File: src/shared/cmc_params.svh
// constants for the console master control block
// assumes a 125 MHz system clock and a millisecond tick prescaler
`ifndef CMC_PARAMS_SVH
`define CMC_PARAMS_SVH
// clock and tick
`define CMC_SYS_CLK_HZ 125000000
`define CMC_TICK_US 1000
`define CMC_CYC_PER_TICK (`CMC_TICK_US * (`CMC_SYS_CLK_HZ / 1000000))
// durations in ms or s
`define CMC_HOLD1_MS 12'd1000
`define CMC_HOLD3_MS 12'd3000
`define CMC_SLEEP_HOLD_MS 12'd3000
`define CMC_RIPPLE_MS 12'd125
`define CMC_SEQ_STEP_MS 12'd200
`define CMC_PULSE_MS 10'd1000
`define CMC_MS_PER_S 10'd1000
`define CMC_WARN_S 13'd60
`define CMC_IDLE_MIN_S 13'd15
`define CMC_IDLE_MAX_S 13'd4500
// register offsets
`define CMC_REG_CTRL 4'h0
`define CMC_REG_IDLE 4'h4
`define CMC_REG_STAT 4'h8
// field positions
`define CMC_CTRL_AUTO 0
`define CMC_CTRL_MODE 1
// reset values
`define CMC_IDLE_RST 13'd900
`define CMC_MODE_RST 2'h0
`endif

File: src/shared/cmc_pkg.sv
// types for the console master control block
// assumes cmc_params.svh is compiled alongside
package cmc_pkg;
    // peak hold modes in press order
    typedef enum logic [1:0] {
        PK_NONE = 2'h0,
        PK_1S = 2'h1,
        PK_3S = 2'h2,
        PK_PERM = 2'h3
    } cmc_pk_mode_t;
    // sleep sequencer, one-hot
    typedef enum logic [7:0] {
        S_AWAKE = 8'h01,
        S_DN_MON = 8'h02,
        S_DN_MST = 8'h04,
        S_DN_CHN = 8'h08,
        S_ASLEEP = 8'h10,
        S_UP_CHN = 8'h20,
        S_UP_MST = 8'h40,
        S_UP_MON = 8'h80
    } cmc_slp_t;
    // one-cycle button press pulses
    typedef struct packed {
        logic peak_cycle;
        logic peak_clear;
        logic chan_dim;
        logic mon_dim;
        logic follow;
        logic red_light;
        logic route;
        logic comms;
    } cmc_btn_t;
    // meter brightness, 1 = dim
    typedef struct packed {
        logic chan;
        logic bus;
        logic mon;
        logic mix;
    } cmc_dim_t;
    // power stages, 1 = on or closed
    typedef struct packed {
        logic mon_relay;
        logic master_rail;
        logic chan_rail;
    } cmc_rail_t;
endpackage

File: src/rtl/cmc_master_ctrl.sv
// master section panel control: peak hold, dimming, modifier key,
// record lamp, sleep and power sequencing
// assumes all panel inputs are debounced and synchronous to clk_sys_i
`timescale 1ns/1ps
`include "cmc_params.svh"
module cmc_master_ctrl import cmc_pkg::*; #(
    parameter int CYC_PER_TICK = `CMC_CYC_PER_TICK
) (
    input wire logic clk_sys_i, // system clock
    input wire logic rst_i, // sync reset, high
    input wire cmc_btn_t btn_i, // press pulses
    input wire logic modifier_i, // modifier key level
    input wire logic power_key_i, // power key level
    input wire logic xp_select_i, // routing in select mode
    input wire logic [5:0] route_path_i, // path of route press
    input wire logic [7:0] peak_hit_i, // peak capture per section
    input wire logic meter_act_i, // any meter activity
    input wire logic [3:0] addr_i, // register address
    input wire logic [31:0] wdata_i, // write data
    input wire logic we_i, // write strobe
    input wire logic re_i, // read strobe
    output logic [31:0] rdata_o, // read data
    output logic [7:0] peak_led_o, // peak indicator LEDs
    output logic [7:0] top_led_o, // top red LEDs
    output cmc_dim_t dim_o, // meter dim states
    output logic follow_o, // mix meter follows monitor source
    output logic xp_cancel_o, // cancel select pulse
    output logic xp_clear_o, // clear crosspoints pulse
    output logic [5:0] xp_path_o, // path to clear
    output logic red_led_o, // record lamp LED
    output logic red_relay_o, // record lamp relay
    output logic power_led_o, // power key LED
    output cmc_rail_t rail_o // power stages
);
    // ms countdown length of a timed mode
    function automatic logic [11:0] hold_ms(input cmc_pk_mode_t m);
        logic [11:0] r;
        r = 12'h000;
        if (m == PK_1S) r = `CMC_HOLD1_MS;
        if (m == PK_3S) r = `CMC_HOLD3_MS;
        return r;
    endfunction

    // tick prescaler state
    logic [31:0] pre_q, pre_d; // cycle count
    logic tick_q, tick_d; // 1 ms pulse
    logic [9:0] ms_q, ms_d; // ms within second
    logic sec_q, sec_d; // 1 s pulse

    // prescaler next values
    always_comb begin
        pre_d = pre_q + 32'h0000_0001;
        tick_d = 1'b0;
        if (pre_q >= 32'(CYC_PER_TICK - 1)) begin
            pre_d = 32'h0000_0000;
            tick_d = 1'b1;
        end
        ms_d = ms_q;
        sec_d = 1'b0;
        if (tick_q) begin
            ms_d = ms_q + 10'h001;
            if (ms_q == `CMC_MS_PER_S - 10'h001) begin
                ms_d = 10'h000;
                sec_d = 1'b1;
            end
        end
    end

    // prescaler registers
    always_ff @(posedge clk_sys_i) begin
        if (rst_i) begin
            pre_q <= 32'h0000_0000;
            tick_q <= 1'b0;
            ms_q <= 10'h000;
            sec_q <= 1'b0;
        end else begin
            pre_q <= pre_d;
            tick_q <= tick_d;
            ms_q <= ms_d;
            sec_q <= sec_d;
        end
    end

    // panel state
    cmc_pk_mode_t mode_q, mode_d; // peak hold mode
    logic mode_chg; // mode changed this cycle
    cmc_dim_t dim_q, dim_d; // dim states
    logic follow_q, follow_d; // source follow
    logic red_q, red_d; // record lamp
    logic auto_q, auto_d; // idle sleep enable
    logic [12:0] idle_s_q, idle_s_d; // idle timeout in s
    logic mod_prev_q; // modifier last cycle
    logic cancel_q, cancel_d; // cancel pulse
    logic clear_q, clear_d; // clear pulse
    logic [5:0] path_q, path_d; // cleared path
    logic [31:0] rd_q, rd_d; // read data
    logic asleep; // any state but awake
    logic warn; // idle warning window
    logic relay_q, relay_d; // relay drive
    cmc_slp_t slp_q, slp_d; // sleep sequencer

    // panel next values
    always_comb begin
        mode_d = mode_q;
        dim_d = dim_q;
        follow_d = follow_q;
        red_d = red_q;
        auto_d = auto_q;
        idle_s_d = idle_s_q;
        cancel_d = 1'b0;
        clear_d = 1'b0;
        path_d = path_q;
        rd_d = 32'h0000_0000;
        // software restores the mode kept over power off
        if (we_i && addr_i == `CMC_REG_CTRL) begin
            auto_d = wdata_i[`CMC_CTRL_AUTO];
            mode_d = cmc_pk_mode_t'(wdata_i[`CMC_CTRL_MODE +: 2]);
        end
        if (we_i && addr_i == `CMC_REG_IDLE) idle_s_d = wdata_i[12:0];
        // press advances from the held mode, wraps to none
        if (btn_i.peak_cycle) mode_d = cmc_pk_mode_t'(mode_q + 2'h1);
        // modifier picks the alternate meter group
        if (btn_i.chan_dim) begin
            if (modifier_i) dim_d.bus = ~dim_q.bus;
            else dim_d.chan = ~dim_q.chan;
        end
        if (btn_i.mon_dim) begin
            if (modifier_i) dim_d.mix = ~dim_q.mix;
            else dim_d.mon = ~dim_q.mon;
        end
        if (btn_i.follow) follow_d = ~follow_q;
        if (btn_i.red_light) red_d = ~red_q;
        // modifier press escapes select mode
        if (modifier_i && !mod_prev_q && xp_select_i) cancel_d = 1'b1;
        // held modifier plus route clears that path
        if (modifier_i && btn_i.route) begin
            clear_d = 1'b1;
            path_d = route_path_i;
        end
        // register reads
        if (re_i) begin
            unique case (addr_i)
                `CMC_REG_CTRL: rd_d = {29'h0, mode_q, auto_q};
                `CMC_REG_IDLE: rd_d = {19'h0, idle_s_q};
                `CMC_REG_STAT: rd_d = {22'h0, warn, asleep, relay_q, red_q,
                                       follow_q, dim_q, 1'b0};
                default: rd_d = 32'h0000_0000; // unmapped reads zero
            endcase
        end
        // relay flips whenever the console sleeps
        relay_d = red_d ^ (slp_d != S_AWAKE);
    end
    assign mode_chg = (mode_d != mode_q);

    // panel registers
    always_ff @(posedge clk_sys_i) begin
        if (rst_i) begin
            mode_q <= PK_NONE;
            dim_q <= '0;
            follow_q <= 1'b0;
            red_q <= 1'b0;
            auto_q <= 1'b0;
            idle_s_q <= `CMC_IDLE_RST;
            mod_prev_q <= 1'b0;
            cancel_q <= 1'b0;
            clear_q <= 1'b0;
            path_q <= 6'h00;
            rd_q <= 32'h0000_0000;
            relay_q <= 1'b0;
        end else begin
            mode_q <= mode_d;
            dim_q <= dim_d;
            follow_q <= follow_d;
            red_q <= red_d;
            auto_q <= auto_d;
            idle_s_q <= idle_s_d;
            mod_prev_q <= modifier_i;
            cancel_q <= cancel_d;
            clear_q <= clear_d;
            path_q <= path_d;
            rd_q <= rd_d;
            relay_q <= relay_d;
        end
    end

    // peak hold state
    logic [11:0] hold_q [8], hold_d [8]; // per section countdown
    logic [7:0] pk_q, pk_d; // peak LEDs
    logic [11:0] ind_q, ind_d; // indication countdown
    logic [7:0] rip_q, rip_d; // ripple position
    logic [7:0] top_q, top_d; // top LEDs

    // peak next values
    always_comb begin
        pk_d = pk_q;
        for (int i = 0; i < 8; i++) begin
            hold_d[i] = hold_q[i];
            if (mode_chg) begin
                hold_d[i] = 12'h000;
                pk_d[i] = 1'b0;
            end else begin
                unique case (mode_q)
                    PK_NONE: pk_d[i] = peak_hit_i[i];
                    PK_1S, PK_3S: begin
                        // restart on capture, else count down
                        if (peak_hit_i[i]) begin
                            pk_d[i] = 1'b1;
                            hold_d[i] = hold_ms(mode_q);
                        end else if (tick_q && hold_q[i] != 12'h000) begin
                            hold_d[i] = hold_q[i] - 12'h001;
                            if (hold_q[i] == 12'h001) pk_d[i] = 1'b0;
                        end
                    end
                    PK_PERM: begin
                        // capture wins over a clear in the same cycle
                        if (btn_i.peak_clear) pk_d[i] = 1'b0;
                        if (peak_hit_i[i]) pk_d[i] = 1'b1;
                    end
                endcase
            end
        end
        // mode indication on the top LEDs
        ind_d = ind_q;
        rip_d = rip_q;
        if (mode_chg) begin
            ind_d = (mode_d == PK_PERM) ? `CMC_RIPPLE_MS : hold_ms(mode_d);
            rip_d = (mode_d == PK_PERM) ? 8'h01 : 8'h00;
        end else if (tick_q && ind_q != 12'h000) begin
            ind_d = ind_q - 12'h001;
            // permanent mode walks across the eight sections
            if (ind_q == 12'h001 && rip_q != 8'h00) begin
                rip_d = {rip_q[6:0], 1'b0};
                if (rip_q[7] == 1'b0) ind_d = `CMC_RIPPLE_MS;
            end
        end
        if (rip_d != 8'h00) top_d = rip_d;
        else top_d = (ind_d != 12'h000) ? 8'hff : 8'h00;
    end

    // peak registers
    always_ff @(posedge clk_sys_i) begin
        if (rst_i) begin
            for (int i = 0; i < 8; i++) hold_q[i] <= 12'h000;
            pk_q <= 8'h00;
            ind_q <= 12'h000;
            rip_q <= 8'h00;
            top_q <= 8'h00;
        end else begin
            for (int i = 0; i < 8; i++) hold_q[i] <= hold_d[i];
            pk_q <= pk_d;
            ind_q <= ind_d;
            rip_q <= rip_d;
            top_q <= top_d;
        end
    end

    // power management state
    logic [11:0] key_q, key_d; // power key hold in ms
    logic [11:0] seq_q, seq_d; // sequence step in ms
    logic [12:0] idle_q, idle_d; // idle seconds
    logic [12:0] limit; // clamped timeout
    logic pkey_prev_q; // power key last cycle
    logic activity; // any use seen
    logic step_done; // sequence step elapsed
    logic [9:0] ph_q, ph_d; // pulse phase in ms
    logic [8:0] pwm_q, pwm_d; // pwm ramp
    logic [8:0] tri_lvl; // pulse brightness
    logic led_q, led_d; // power LED
    cmc_rail_t rail_q, rail_d; // stage outputs

    // timeout clamped into its legal span
    always_comb begin
        limit = idle_s_q;
        if (idle_s_q < `CMC_IDLE_MIN_S) limit = `CMC_IDLE_MIN_S;
        if (idle_s_q > `CMC_IDLE_MAX_S) limit = `CMC_IDLE_MAX_S;
    end
    // meters and the listed switch groups count as use
    assign activity = meter_act_i | (|peak_hit_i) | btn_i.route | btn_i.comms
        | btn_i.peak_cycle | btn_i.peak_clear | btn_i.chan_dim | btn_i.mon_dim
        | btn_i.follow;
    assign asleep = (slp_q != S_AWAKE);
    assign warn = auto_q && !asleep && (idle_q + `CMC_WARN_S >= limit);
    assign step_done = tick_q && (seq_q >= `CMC_SEQ_STEP_MS - 12'h001);
    assign tri_lvl = (ph_q < 10'd500) ? ph_q[8:0] : 9'(10'd999 - ph_q);

    // sequencer and timer next values
    always_comb begin
        slp_d = slp_q;
        seq_d = (tick_q) ? seq_q + 12'h001 : seq_q;
        key_d = 12'h000;
        if (power_key_i && slp_q == S_AWAKE)
            key_d = (tick_q) ? key_q + 12'h001 : key_q;
        idle_d = idle_q;
        if (activity || !auto_q || asleep) idle_d = 13'h0000;
        else if (sec_q) idle_d = idle_q + 13'h0001;
        unique case (slp_q)
            S_AWAKE: begin
                // held key or idle timeout starts shutdown
                if (key_q >= `CMC_SLEEP_HOLD_MS || (auto_q && idle_q >= limit))
                    slp_d = S_DN_MON;
            end
            S_DN_MON: if (step_done) slp_d = S_DN_MST;
            S_DN_MST: if (step_done) slp_d = S_DN_CHN;
            S_DN_CHN: if (step_done) slp_d = S_ASLEEP;
            // fresh press wakes; panel state was never cleared
            S_ASLEEP: if (power_key_i && !pkey_prev_q) slp_d = S_UP_CHN;
            S_UP_CHN: if (step_done) slp_d = S_UP_MST;
            S_UP_MST: if (step_done) slp_d = S_UP_MON;
            S_UP_MON: if (step_done) slp_d = S_AWAKE;
        endcase
        if (slp_d != slp_q) seq_d = 12'h000;
        // stages off from monitors inward, on from channels outward
        rail_d.mon_relay = (slp_d == S_AWAKE);
        rail_d.master_rail = (slp_d == S_AWAKE) || (slp_d == S_DN_MON)
            || (slp_d == S_UP_MST) || (slp_d == S_UP_MON);
        rail_d.chan_rail = (slp_d != S_DN_CHN) && (slp_d != S_ASLEEP);
        // pulse phase and pwm ramp
        ph_d = ph_q;
        if (tick_q) ph_d = (ph_q == `CMC_PULSE_MS - 10'h001) ? 10'h000 : ph_q + 10'h001;
        pwm_d = pwm_q + 9'h001;
        // LED: pulse asleep, flash in warning, lit when awake
        if (slp_q == S_ASLEEP) led_d = (pwm_q < tri_lvl);
        else if (warn) led_d = ph_q[6];
        else led_d = (slp_q == S_AWAKE);
    end

    // sequencer and timer registers
    always_ff @(posedge clk_sys_i) begin
        if (rst_i) begin
            slp_q <= S_AWAKE;
            seq_q <= 12'h000;
            key_q <= 12'h000;
            idle_q <= 13'h0000;
            pkey_prev_q <= 1'b0;
            ph_q <= 10'h000;
            pwm_q <= 9'h000;
            led_q <= 1'b0;
            rail_q <= '0;
        end else begin
            slp_q <= slp_d;
            seq_q <= seq_d;
            key_q <= key_d;
            idle_q <= idle_d;
            pkey_prev_q <= power_key_i;
            ph_q <= ph_d;
            pwm_q <= pwm_d;
            led_q <= led_d;
            rail_q <= rail_d;
        end
    end

    // outputs straight from flops
    assign rdata_o = rd_q;
    assign peak_led_o = pk_q;
    assign top_led_o = top_q;
    assign dim_o = dim_q;
    assign follow_o = follow_q;
    assign xp_cancel_o = cancel_q;
    assign xp_clear_o = clear_q;
    assign xp_path_o = path_q;
    assign red_led_o = red_q;
    assign red_relay_o = relay_q;
    assign power_led_o = led_q;
    assign rail_o = rail_q;
endmodule // cmc_master_ctrl

File: config.mk
export PLATFORM = sky130hd
export DESIGN_NAME = cmc_master_ctrl
export DESIGN_NICKNAME = d
export VERILOG_FILES = /design/src/shared/cmc_pkg.sv /design/src/rtl/cmc_master_ctrl.sv
export VERILOG_INCLUDE_DIRS = /design/src /design/src/shared
export SDC_FILE = /design/constraint.sdc
export NUM_CORES = 1
export LEC_CHECK = 0
export BUFFER_PORTS_ARGS = -buffer_cell sky130_fd_sc_hd__buf_2
export CORE_ASPECT_RATIO = 1.5
export CORE_MARGIN = 4
export CORE_UTILIZATION = 26
export CTS_CLUSTER_SIZE = 28
export DETAILED_ROUTE_END_ITERATION = 10
export GPL_ROUTABILITY_DRIVEN = 0
export SYNTH_ARGS = -nofsm -noshare
export SYNTH_HDL_FRONTEND = slang
export SYNTH_SLANG_ARGS = --single-unit
File: constraint.sdc
create_clock -name clk_sys_i -period 4.1 [get_ports clk_sys_i]
set_input_delay 0.615 -clock clk_sys_i [delete_from_list [all_inputs] [get_ports clk_sys_i]]
set_output_delay 0.615 -clock clk_sys_i [all_outputs]
set_load 0.005 [all_outputs]
==> results.json <==
{
  "fin_setup_tns_ps": 0,
  "vias": 12300,
  "synth.most_common_cell": "dfxtp_1",
  "yosys-top-cells-count": "dfxtp_1, nor2_1, nand2_1",
  "power.leakage_nw": 6.49,
  "drtAntennaViolNets": 0,
  "core_mm2": 0.0548,
  "grt_pass1_vias": 12100,
  "rsz0062_at_grt": "false",
  "worst_pin_slew_ps": 775,
  "grt.total_usage_pct": 11.7,
  "diodes": 0,
  "cp_common_cell": "o21ai_0",
  "startpoint_type": "flop",
  "synthArstFlopShare_pct": 0,
  "dp_hpwl_um": 26100,
  "p_sw_mw": 1.85,
  "nets": 1954,
  "wl_per_cell_um": 14.0,
  "synth.top_cell.area_share_pct": 40.4,
  "cts_buffer_depth": 3,
  "hold_class": "in2reg",
  "die_w_um": 200,
  "dp.cells": 2480,
  "ys_types": 69,
  "relSlewSlack_pct": 48.3,
  "synthFlopType": "dfxtp_1",
  "cts_made_buffers": 35,
  "drcViolationCount": 0,
  "worstPathArrival_ps": 4210,
  "crit_chain": "or3_1, o21ai_0, inv_1, nor3_1, ha_1, nor2b_1, a221oi_1, o21ai_0, o31ai_1, or2_2, and3_1, o2111ai_1, buf_4, nor2_1",
  "synth_area_per_cell_um2": 8.31,
  "grt_pass1_wl_um": 58000,
  "hold_buffers": 0,
  "p_seq_share_pct": 43.5,
  "synth_edf_count": 0,
  "peakVddDrop_mv": 0.283,
  "worstPathMaxFanout": 12,
  "clkLatencyLatePin_ps": 540,
  "cp_slowest_cell": "or3_1",
  "worstSetupPathType": "reg2reg",
  "drtIter0Drc": 563,
  "multiInputGateArea_mm2": 0.00809,
  "antenna_found_initial": 5,
  "drv_slew": 0,
  "first_pass_iters": 5,
  "postCtsResizedCells": 0,
  "start_util_pct": 26.2,
  "fp.dieArea_mm2": 0.0592,
  "cts_root_buf": "clkbuf_16",
  "rows": 105,
  "cpPeakStageDelay_ps": 440,
  "io_pins": 133,
  "p_clk_share_pct": 43.9,
  "final_cells": 2542,
  "yosysSeqAreaShare_pct": 40.4,
  "min_period_ps": 3790,
  "swShare_pct": 26.6,
  "yosysWarnings": 0,
  "synthTopCellsByArea": "dfxtp_1, nor2_1, ha_1",
  "crit_buf_inv": 2,
  "clk_pin_slew_ps": 60,
  "postCtsSetupBuffers": 0,
  "grt_max_degree": 66,
  "yosys.area.top_type": "dfxtp_1",
  "fin_skew_ps": 20.1,
  "timing.final.crit_share_pct": 92.5,
  "required_ps": 4520,
  "grt_overflow": 0,
  "synthesis.area_mm2": 0.0144,
  "end_kind": "flop",
  "critical-path-top-delay-family": "simple AND/OR/NAND/NOR gates",
  "ctsHtreeMaxLevel": 2,
  "drive_gt1_share_pct": 10.2,
  "powerDensity_mw_per_mm2": 415,
  "viasPerCell": 4.83,
  "combPwrFrac_pct": 12.6,
  "p_total_mw": 6.93,
  "area_growth_syn_to_layout_pct": 16.4,
  "fmax_ghz": 0.264,
  "fill_cells": 5726,
  "syn_inst": 1730,
  "setup_viol_count_final": 0,
  "hold_viol_final": 0,
  "drv_cap": 0,
  "io_buffers": 94,
  "ff_latch_area_mm2": 0.00581,
  "tritoncts": "built",
  "wirelength_um": 35500,
  "status": "completed",
  "clock_sink_count": 290,
  "fp.dieH_um": 296,
  "synth_seq_cells": 290,
  "p_int_mw": 5.09
}
[cell families after synthesis]
family          after synthesis  share of synthesized area (%)
simple gates                725                           24.4
compound gates              318                           13.7
flops                       290                           40.4
xor+xnor                    165                           10.1
buf+inv                     145                           4.29
fa+ha+maj                    67                           5.81
mux                          19                           1.33
other cells                   1                         0.0261
[worst min-delay path: cells and delay by family]
family                 cells  cell delay (ps)
buffers and inverters      1               80
AND/OR/NAND/NOR            2              120
[power groups by stage]
stage	Combinational [mW]	Clock (mW)	Sequential [mW]
after floorplan	0.653	0	3.06
after global placement	0.849	0	3.08
after detailed placement	0.869	0	3.08
after CTS	0.876	3.15	3.02
after global routing	0.984	3.26	3.03
final	0.873	3.04	3.02
[placed cells by master, fill, tap and decap left out, types with 66 or more instances in the layout]
cell / count
o21ai_0: 67
buf_2: 94
nor2_1: 257
nand2_1: 148
xor2_1: 74
nor3_1: 67
a21oi_1: 128
dfxtp_1: 290
ha_1: 66
xnor2_1: 91
[flip-flops by register name, summed over array words and instances (netlist names), 4 cells and up]
| name | count |
|---|---|
| key_q | 12 |
| ph_q | 10 |
| pre_q | 32 |
| dim_o | 4 |
| slp_q | 8 |
| ind_q | 12 |
| rip_q | 8 |
| idle_q | 13 |
| ms_q | 10 |
| rdata_o | 13 |
| peak_led_o | 8 |
| seq_q | 12 |
| xp_path_o | 6 |
| pwm_q | 9 |
| hold_q | 96 |
| top_led_o | 8 |
| idle_s_q | 13 |
[area by class of cell]
cell class,instances,share of cell area (%)
tap,695,5.20
inverter,54,1.21
clock buffer,43,5.78
sequential,290,34.7
clock inverter,19,1.02
timing repair buffer,113,3.74
multi-input combinational,1328,48.3
[path summary, 6_finish.rpt]
path,startpoint,end,slack (ps),cells past startpoint
hold / removal,wdata_i[7],idle_s_q[7],310,3
setup / recovery,idle_s_q[9],seq_q[1],310,14
setup reg to reg,idle_s_q[9],seq_q[1],310,14
hold reg to reg,xp_path_o[4],xp_path_o[4],450,2
[stage by stage]
stage	utilization [%]	worst slack, ps	hold WS, ps	instance area (µm²)
3_5_place_dp	28.4	295	445	15600
2_1_floorplan	-	547	427	14500
5_1_grt	30.5	58.7	300	16700
4_1_cts	30.5	321	272	16700
6_report	30.5	307	311	16700
3_3_place_gp	28.4	371	436	15600
[metal layers]
metal | track usage (%) | vias to the layer above | wire, µm
met1 | 13.4 | 5770 | 14900
met4 | 3.85 | 4 | 894
met3 | 2.90 | 69 | 2040
met2 | 21.1 | 299 | 17700
li1 | - | 6141 | -
met5 | 0 | - | 21
Note: power is estimated with default switching activity, not from simulation.
